**src/hdl/eds_pkg.sv**
```systemverilog
// Package of types and constants for the external data stretch timing block
package eds_pkg;

    // ********************************************************************
    // Clock control register layout and reset value
    // ********************************************************************
    typedef struct packed {
        logic clock_multiplier_select;
        logic clock_divide_select_hi;
        logic clock_divide_select_lo;
        logic stretch_select_bit2;
        logic stretch_select_bit1;
        logic stretch_select_bit0;
    } eds_ctl_s;

    localparam int EDS_CTL_W = 6;
    // Divide-by-four selected, multiplier select left clear
    localparam logic [5:0] EDS_CTL_RESET = 6'h10;

    // ********************************************************************
    // Request carrier from the core
    // ********************************************************************
    typedef struct packed {
        logic write;
        logic [15:0] addr;
        logic [7:0] wdata;
    } eds_req_s;

    // ********************************************************************
    // Timing constants
    // ********************************************************************
    // Oscillator period equals the ref_clk period
    localparam int EDS_OSC_PERIOD_PS = 4000;
    localparam int EDS_CLK_PERIOD_PS = 4000;
    // Quarter oscillator periods per ref_clk cycle
    localparam int EDS_QTR_PER_CLK = 4 * EDS_CLK_PERIOD_PS / EDS_OSC_PERIOD_PS;
    localparam int EDS_QTR_SHIFT = $clog2(EDS_QTR_PER_CLK);

    // Memory-cycle unit in quarter oscillator periods
    localparam logic [12:0] EDS_UNIT_Q_HALF = 13'h0002;
    localparam logic [12:0] EDS_UNIT_Q_ONE = 13'h0004;
    localparam logic [12:0] EDS_UNIT_Q_FOUR = 13'h0010;
    localparam logic [12:0] EDS_UNIT_Q_1024 = 13'h1000;

    // Machine cycles per move, indexed by stretch value
    localparam logic [7:0][3:0] EDS_MOVE_CYCLES =
        {4'hC, 4'hB, 4'hA, 4'h9, 4'h5, 4'h4, 4'h3, 4'h2};

    localparam int EDS_CNT_W = 15;
    localparam logic [14:0] EDS_CNT_ONE = 15'h0001;

    // ********************************************************************
    // Sequencer states
    // ********************************************************************
    typedef enum logic [3:0] {
        EDS_IDLE = 4'b0001,
        EDS_LEAD = 4'b0010,
        EDS_STRB = 4'b0100,
        EDS_TAIL = 4'b1000
    } eds_state_e;

endpackage : eds_pkg

```
**src/hdl/eds_core.sv**
```systemverilog
// External data move sequencer with stretchable read and write strobes
`timescale 1ns/1ps

module eds_core
    import eds_pkg::*;
(
    input wire logic ref_clk,
    input wire logic rst_n,
    input wire logic ctl_load,
    input wire eds_ctl_s ctl_wdata,
    output eds_ctl_s clock_control_reg,
    input wire logic req_valid,
    output logic req_ready,
    input wire eds_req_s req,
    output logic done,
    output logic [7:0] rdata,
    output logic ale,
    output logic rd_n,
    output logic wr_n,
    output logic [7:0] addr_hi,
    input wire logic [7:0] ad_in,
    output logic [7:0] ad_out,
    output logic ad_oe_n
);

    // ********************************************************************
    // Clock control register
    // ********************************************************************
    // Loaded by the core; reset lands in divide-by-four
    always_ff @(posedge ref_clk) begin
        if (!rst_n) begin
            clock_control_reg <= eds_ctl_s'(EDS_CTL_RESET);
        end else if (ctl_load) begin
            clock_control_reg <= ctl_wdata;
        end
    end

    // ********************************************************************
    // Length calculation
    // ********************************************************************
    logic [14:0] total_clk;
    logic [14:0] strobe_clk;

    eds_timing u_timing (
        .ref_clk(ref_clk),
        .rst_n(rst_n),
        .ctl(clock_control_reg),
        .total_clk(total_clk),
        .strobe_clk(strobe_clk)
    );

    // ********************************************************************
    // Phase split
    // ********************************************************************
    // Address phase takes half of what the strobe leaves, at least one clock
    // so ALE always pulses; at the fastest settings this adds a clock.
    wire [14:0] spare_clk = (total_clk > strobe_clk) ? 15'(total_clk - strobe_clk) : 15'h0000;
    wire [14:0] half_spare = {1'b0, spare_clk[14:1]};
    wire [14:0] lead_clk = (half_spare == 15'h0000) ? EDS_CNT_ONE : half_spare;
    wire [14:0] tail_clk = (spare_clk > lead_clk) ? 15'(spare_clk - lead_clk) : 15'h0000;

    // ********************************************************************
    // Sequencer
    // ********************************************************************
    eds_state_e state;
    eds_state_e next_state;
    logic [14:0] cnt;
    logic [14:0] next_cnt;
    logic [14:0] strobe_len;
    logic [14:0] tail_len;
    eds_req_s cur;
    logic ale_q;
    logic rd_q;
    logic wr_q;
    logic drive_q;
    logic [7:0] ad_q;

    wire start = req_valid && (state == EDS_IDLE);
    wire cnt_last = (cnt == 15'h0000);
    wire end_strb = (state == EDS_STRB) && cnt_last;
    wire finish = end_strb ? (tail_len == 15'h0000) : ((state == EDS_TAIL) && cnt_last);

    assign req_ready = (state == EDS_IDLE);

    // State and counter selection; phases with zero length are skipped
    always_comb begin
        next_state = state;
        next_cnt = (cnt == 15'h0000) ? 15'h0000 : 15'(cnt - EDS_CNT_ONE);
        case (state)
            EDS_IDLE: begin
                if (req_valid) begin
                    next_state = EDS_LEAD;
                    next_cnt = 15'(lead_clk - EDS_CNT_ONE);
                end
            end
            EDS_LEAD: begin
                if (cnt_last) begin
                    next_state = EDS_STRB;
                    next_cnt = 15'(strobe_len - EDS_CNT_ONE);
                end
            end
            EDS_STRB: begin
                if (cnt_last) begin
                    next_state = (tail_len == 15'h0000) ? EDS_IDLE : EDS_TAIL;
                    next_cnt = (tail_len == 15'h0000) ? 15'h0000 : 15'(tail_len - EDS_CNT_ONE);
                end
            end
            EDS_TAIL: begin
                if (cnt_last) begin
                    next_state = EDS_IDLE;
                end
            end
            default: begin
                next_state = EDS_IDLE;
                next_cnt = 15'h0000;
            end
        endcase
    end

    // State register
    always_ff @(posedge ref_clk) begin
        if (!rst_n) begin
            state <= EDS_IDLE;
            cnt <= 15'h0000;
        end else begin
            state <= next_state;
            cnt <= next_cnt;
        end
    end

    // Lengths are frozen at start so a control change mid-move cannot tear it
    always_ff @(posedge ref_clk) begin
        if (!rst_n) begin
            strobe_len <= EDS_CNT_ONE;
            tail_len <= 15'h0000;
            cur <= '0;
        end else if (start) begin
            strobe_len <= strobe_clk;
            tail_len <= tail_clk;
            cur <= req;
        end
    end

    // ********************************************************************
    // Bus pins
    // ********************************************************************
    wire go_strb = (next_state == EDS_STRB);
    wire go_lead = (next_state == EDS_LEAD);
    wire [7:0] next_ad = go_lead ? (start ? req.addr[7:0] : cur.addr[7:0]) : cur.wdata;
    // Address is driven in the lead phase, write data only while writing
    wire next_drive = go_lead || (go_strb && cur.write);

    // Registered pin drivers: strobes idle high, ale low and the bus released after reset
    always_ff @(posedge ref_clk) begin
        if (!rst_n) begin
            ale_q <= 1'b0;
            rd_q <= 1'b0;
            wr_q <= 1'b0;
            drive_q <= 1'b0;
            ad_q <= 8'h00;
            addr_hi <= 8'h00;
        end else begin
            ale_q <= go_lead;
            rd_q <= go_strb && !cur.write;
            wr_q <= go_strb && cur.write;
            drive_q <= next_drive;
            ad_q <= next_ad;
            if (start) begin
                addr_hi <= req.addr[15:8];
            end
        end
    end

    assign ale = ale_q;
    assign rd_n = !rd_q;
    assign wr_n = !wr_q;
    assign ad_out = ad_q;
    assign ad_oe_n = !drive_q;

    // ********************************************************************
    // Read capture and completion
    // ********************************************************************
    // Sampled in the last strobe clock; the memory must be valid by then
    always_ff @(posedge ref_clk) begin
        if (!rst_n) begin
            rdata <= 8'h00;
            done <= 1'b0;
        end else begin
            if (end_strb && !cur.write) begin
                rdata <= ad_in;
            end
            done <= finish;
        end
    end

endmodule : eds_core

```
**src/hdl/eds_timing.sv**
```systemverilog
// Converts the clock control setting into move and strobe lengths in clocks
`timescale 1ns/1ps
module eds_timing
    import eds_pkg::*;
(
    input wire logic ref_clk,
    input wire logic rst_n,
    input wire eds_ctl_s ctl,
    output logic [14:0] total_clk,
    output logic [14:0] strobe_clk
);

    // ********************************************************************
    // Unit and length decode
    // ********************************************************************
    wire [2:0] stretch_value = {ctl.stretch_select_bit2, ctl.stretch_select_bit1,
                                ctl.stretch_select_bit0};
    wire [1:0] div_sel = {ctl.clock_divide_select_hi, ctl.clock_divide_select_lo};
    wire [12:0] unit_q;
    wire [3:0] move_cycles;
    wire [16:0] total_q;
    wire [16:0] strobe_q;
    wire [14:0] total_raw;
    wire [14:0] strobe_raw;

    // Code 01 is undefined; it falls back to one period
    assign unit_q = div_sel[1] ? (div_sel[0] ? EDS_UNIT_Q_1024 : EDS_UNIT_Q_FOUR) :
                    ((ctl.clock_multiplier_select && !div_sel[0]) ?
                     EDS_UNIT_Q_HALF : EDS_UNIT_Q_ONE);
    assign move_cycles = EDS_MOVE_CYCLES[stretch_value];
    // Widened before the product so the 1024-period unit cannot wrap
    assign total_q = 17'(move_cycles) * 17'(unit_q);
    // Half a unit at stretch 0, otherwise stretch times the unit
    assign strobe_q = (stretch_value == 3'h0) ? {5'h00, unit_q[12:1]} :
                      17'(stretch_value) * 17'(unit_q);
    // Round up to whole clocks; a half-clock strobe still needs one
    assign total_raw = 15'((total_q + 17'(EDS_QTR_PER_CLK - 1)) >> EDS_QTR_SHIFT);
    assign strobe_raw = 15'((strobe_q + 17'(EDS_QTR_PER_CLK - 1)) >> EDS_QTR_SHIFT);

    // Registered so the sequencer sees a stable, short path
    always_ff @(posedge ref_clk) begin
        if (!rst_n) begin
            total_clk <= EDS_CNT_ONE;
            strobe_clk <= EDS_CNT_ONE;
        end else begin
            total_clk <= (total_raw == 15'h0000) ? EDS_CNT_ONE : total_raw;
            strobe_clk <= (strobe_raw == 15'h0000) ? EDS_CNT_ONE : strobe_raw;
        end
    end

endmodule : eds_timing

```
**config.mk**
```make
export PLATFORM = sky130hd
export DESIGN_NAME = eds_core
export DESIGN_NICKNAME = d
export VERILOG_FILES = /design/src/hdl/eds_pkg.sv /design/src/hdl/eds_core.sv /design/src/hdl/eds_timing.sv
export SDC_FILE = /design/constraint.sdc
export NUM_CORES = 1
export LEC_CHECK = 0
export BUFFER_PORTS_ARGS = -buffer_cell sky130_fd_sc_hd__buf_2
export CAP_MARGIN = 10
export CORE_UTILIZATION = 60
export DETAILED_ROUTE_END_ITERATION = 8
export PLACE_DENSITY = 0.81
export SLEW_MARGIN = 20
export SYNTH_ARGS = -nofsm -noshare
export SYNTH_HDL_FRONTEND = slang
export SYNTH_SLANG_ARGS = --single-unit
```
**constraint.sdc**
```tcl
create_clock -name ref_clk -period 7 [get_ports ref_clk]
set_clock_uncertainty 0.05 [all_clocks]
set_input_delay 0.7 -clock ref_clk [delete_from_list [all_inputs] [get_ports ref_clk]]
set_output_delay 0.7 -clock ref_clk [all_outputs]
set_load 0.05 [all_outputs]
```
==> flow_summary.toml <==
[run_status]
outcome = "complete, no violations"

[timing]
fin_setup_tns_ns = 0
timing.final.max_slew_violations = 0
timing.final.hold_violations = 0
timing_worst_slew_pin_value_ns = 1.10
max_freq_mhz = 176
final.period_utilization_pct = 81.0
final_period_minus_worst_setup_slack_ns = 5.67
grt_setup_unrepaired = "false"
finalSetupViolations = 0
worst_slew_margin_rel_pct = 26.6

[layout]
antenna_cells_inserted = 0
largest_register_ff_count = 17
biggestRegsByFlops = "cur: 17 flops, cnt: 15 flops, tail_len: 15 flops"
drive_above_1_share_pct = 14.2
layout_net_count = 1130
postLayoutCoreUtil_pct = 69.7
flow.area_growth_from_synthesis_pct = 13.5
registers.top_by_ff_count = "cur"

[logic_synthesis]
synth_edf_count = 0
portion_of_the_post_synthesis_area_used_by_sequential_elements_pct = 31.8
synth_commonest_cells = "128 x sky130_fd_sc_hd__nand2_1, 123 x sky130_fd_sc_hd__dfxtp_1, 104 x sky130_fd_sc_hd__nor2_1"
multiplexer_share_of_the_synthesized_area_pct = 2.50
ys.warnings.count = 0
asyncSetResetFlopFracSynth_pct = 0
synth.net_count = 1069
synth_seq_cells = 123
synth_simple_gate_area_share_pct = 25.6
post-synth-top-count-cell = "sky130_fd_sc_hd__nand2_1"
synth.area.top_cells = "sky130_fd_sc_hd__dfxtp_1 32%, sky130_fd_sc_hd__ha_1 7.7%, sky130_fd_sc_hd__nand2_1 6.2%"
netlist.top_cell.by_area = "sky130_fd_sc_hd__dfxtp_1"
synthXorXnorAreaFrac_pct = 7.00
synth.distinct_cells = 83
yosys.area_share.adder_pct = 8.78
synthDominantCellAreaShare_pct = 31.8
mappedNetlistArea_sq_um = 7750
postSynthCellCount = 974
largest_family_of_logic_cells_by_synthesized_area = "simple AND/OR/NAND/NOR gates"
synth_compound_gate_area_share_pct = 19.6
dominantRegCellSynth = "sky130_fd_sc_hd__dfxtp_1"
average_size_of_a_mapped_cell_sq_um = 7.96

[grt]
maximum_number_of_pins_on_one_net_before_global_route_repair = 66
first_global_vias = 6578
grt.overflow.total = 0
number_of_antenna_violations_at_the_first_check_in_global_routing = 0
global_route_wire_length_before_repair_microns = 32300
grt_usage_pct = 31.4

[clock_tree]
cts-root-buf = "sky130_fd_sc_hd__clkbuf_16"
cts.reportedPaths.clkPinSlew_ns = 0.06
ctsLongestPathBuffers = 2
cts_sinks = 123
tritoncts_clock_tree = "built"
ctsHtreeMaxLevel = 4
clk_latency_ns = 0.43
cts.repair_timing.setup_buffer_count = 0
cts_bufs_inserted = 17
cts_resized = 0
cts-hold-fix-buffers = 0

[flow_run]
max-cap-violations = 0

[worst_setup_path]
worst-path-max-fanout = 10
r2r_cells = 24
timing.critical_path.from_type = "flip-flop"
crit_arrival_ns = 5.97
crit_top_cell = "sky130_fd_sc_hd__inv_1"
critical_path.cell_chain = "inv_1, ha_1, a21o_1, a211oi_1, inv_1, o21ai_2, nor2_1, inv_1, ha_1, and3_1, nand4_2, and2_1, inv_1, ha_1, inv_1, fa_1, a21o_1, a21o_1, nor2b_1, o41a_1, o22ai_1, o21ai_0, mux2_2, a21oi_1"
rr_endpoint = "tail_len[14]"
worst_path_max_delay_cell = "sky130_fd_sc_hd__a211oi_1"
worst_setup_path_end_kind = "flip-flop"
reg2reg_from = "u_timing.strobe_clk[11]"
timing.critical_path.slowest_cell_delay_ns = 0.59
critPathKind = "reg -> reg"
timing.critical_path.required_ns = 7.31
worst_reg2reg_setup_slack_ns = 1.33

[hold_path]
timing.hold.worst_path_depth = 2
whs_endpoint = "rdata[7]"
worst_hold_path_type = "reg -> reg"
launch_point_of_the_worst_hold_path = "rdata[7]"

[floorplan]
io-pin-count = 79
die_w_microns = 116
core_area_sq_um = 12600
number_of_placement_rows = 41
die_h_microns = 116
initial_core_utilization_pct = 61.5
floorplan.die_area_sq_um = 13400

[placement]
routabilityCongestion = 0.988
place.detailed.hpwl_microns = 14500
port-buffer-count = 78

[routing]
routed_wire_length_per_instance_microns = 16.6
drt-pass1-iter-count = 5
drt_first_iter_violations = 599
num_vias = 7177
ant_nets = 0
drc = 0
finalWirelength_microns = 20200
post_drt_via_cell_ratio = 5.88

[power]
power.static_leakage_nw = 3.80
irDropWorstVdd_mv = 0.240
power_per_cell_area_nw_per_um2 = 379
worst max path at each step:
stage                            startpoint           end  slack (ns)  depth (start not counted)
floorplan           u_timing.strobe_clk[11]  tail_len[14]        1.95                         24
global placement    u_timing.strobe_clk[11]  tail_len[14]        1.56                         24
detailed placement  u_timing.strobe_clk[11]  tail_len[14]        1.38                         24
CTS                 u_timing.strobe_clk[11]  tail_len[14]        1.36                         24
global route         u_timing.strobe_clk[5]  tail_len[11]        0.85                         22
finish              u_timing.strobe_clk[11]  tail_len[14]        1.33                         24
worst max-delay path: cells and delay by family (launching register included):
kind / cells / cell delay [ns]
flip-flops: 1 / 0.33
buffers and inverters: 5 / 0.48
adder cells (fa/ha/maj): 4 / 1.06
multiplexers: 1 / 0.28
AND/OR/NAND/NOR: 5 / 0.97
AO/OA/AOI/OAI: 9 / 2.42
routing by layer:
| metal | up-vias | track usage, % | share of wire (%) |
|---|---|---|---|
| met5 | - | 0 | 0 |
| met4 | 0 | 18.2 | 4.7 |
| met3 | 77 | 7.37 | 5.9 |
| met2 | 258 | 50.9 | 47 |
| met1 | 3299 | 38.2 | 43 |
| li1 | 3543 | - | - |
power breakdown:
| group | internal (mW) | switching [mW] | total (mW) |
|---|---|---|---|
| sequential | 0.786 | 0.0926 | 0.878 |
| clock | 0.471 | 0.378 | 0.848 |
| combinational | 0.646 | 0.967 | 1.61 |
area by class of cell:
class                      count  area [sq um]
multi-input combinational    757          4930
fill                        1055          3820
sequential                   123          2460
clock buffer                  17           425
timing repair buffer          81           413
tap                          172           215
inverter                      55           206
clock inverter                15           150
cell families after synthesis:
kind of cell               count (synthesis)
and+or+nand+nor                          397
adders and majority gates                 52
xor gates and xnor gates                  62
DFF                                      123
other                                      1
AOI/OAI and AO/OA                        226
buffers and inverters                     94
muxes                                     19
through the flow:
| step | setup slack (ns) | cells | area, sq um | total power [mW] | hold slack, ns |
|---|---|---|---|---|---|
| floorplan | 1.95 | 974 | 7750 | 2.13 | 0.382 |
| global placement | 1.56 | 1188 | 8220 | 2.44 | 0.386 |
| detailed placement | 1.38 | 1188 | 8220 | 2.45 | 0.392 |
| CTS | 1.36 | 1220 | 8800 | 3.31 | 0.405 |
| global route | 0.852 | 1220 | 8800 | 3.53 | 0.421 |
| finish | 1.33 | 1220 | 8800 | 3.34 | 0.404 |
cells in the final DEF (no fill, tap or decap), types with 5 or more instances in the layout:
cell	instances
sky130_fd_sc_hd__nand2_1	127
sky130_fd_sc_hd__dfxtp_1	123
sky130_fd_sc_hd__nor2_1	104
sky130_fd_sc_hd__a21oi_1	78
sky130_fd_sc_hd__buf_2	78
sky130_fd_sc_hd__inv_1	53
sky130_fd_sc_hd__ha_1	48
sky130_fd_sc_hd__xnor2_1	41
sky130_fd_sc_hd__and2_1	34
sky130_fd_sc_hd__o21ai_0	27
sky130_fd_sc_hd__nor3_1	22
sky130_fd_sc_hd__xor2_1	21
sky130_fd_sc_hd__clkbuf_16	17
sky130_fd_sc_hd__mux2i_1	16
sky130_fd_sc_hd__a21o_1	14
sky130_fd_sc_hd__a211oi_1	14
sky130_fd_sc_hd__o21a_1	13
sky130_fd_sc_hd__nand3_1	13
sky130_fd_sc_hd__nor4_1	11
sky130_fd_sc_hd__o22ai_1	11
sky130_fd_sc_hd__nand2b_1	10
sky130_fd_sc_hd__nor2b_1	10
sky130_fd_sc_hd__o31a_1	9
sky130_fd_sc_hd__nand4_1	8
sky130_fd_sc_hd__or3_1	8
sky130_fd_sc_hd__or4_1	7
sky130_fd_sc_hd__and3_1	5
sky130_fd_sc_hd__or2_2	5
sky130_fd_sc_hd__o211ai_1	5
sky130_fd_sc_hd__a31oi_1	5
sky130_fd_sc_hd__inv_6	5
Power figures use the tool's default switching activity.
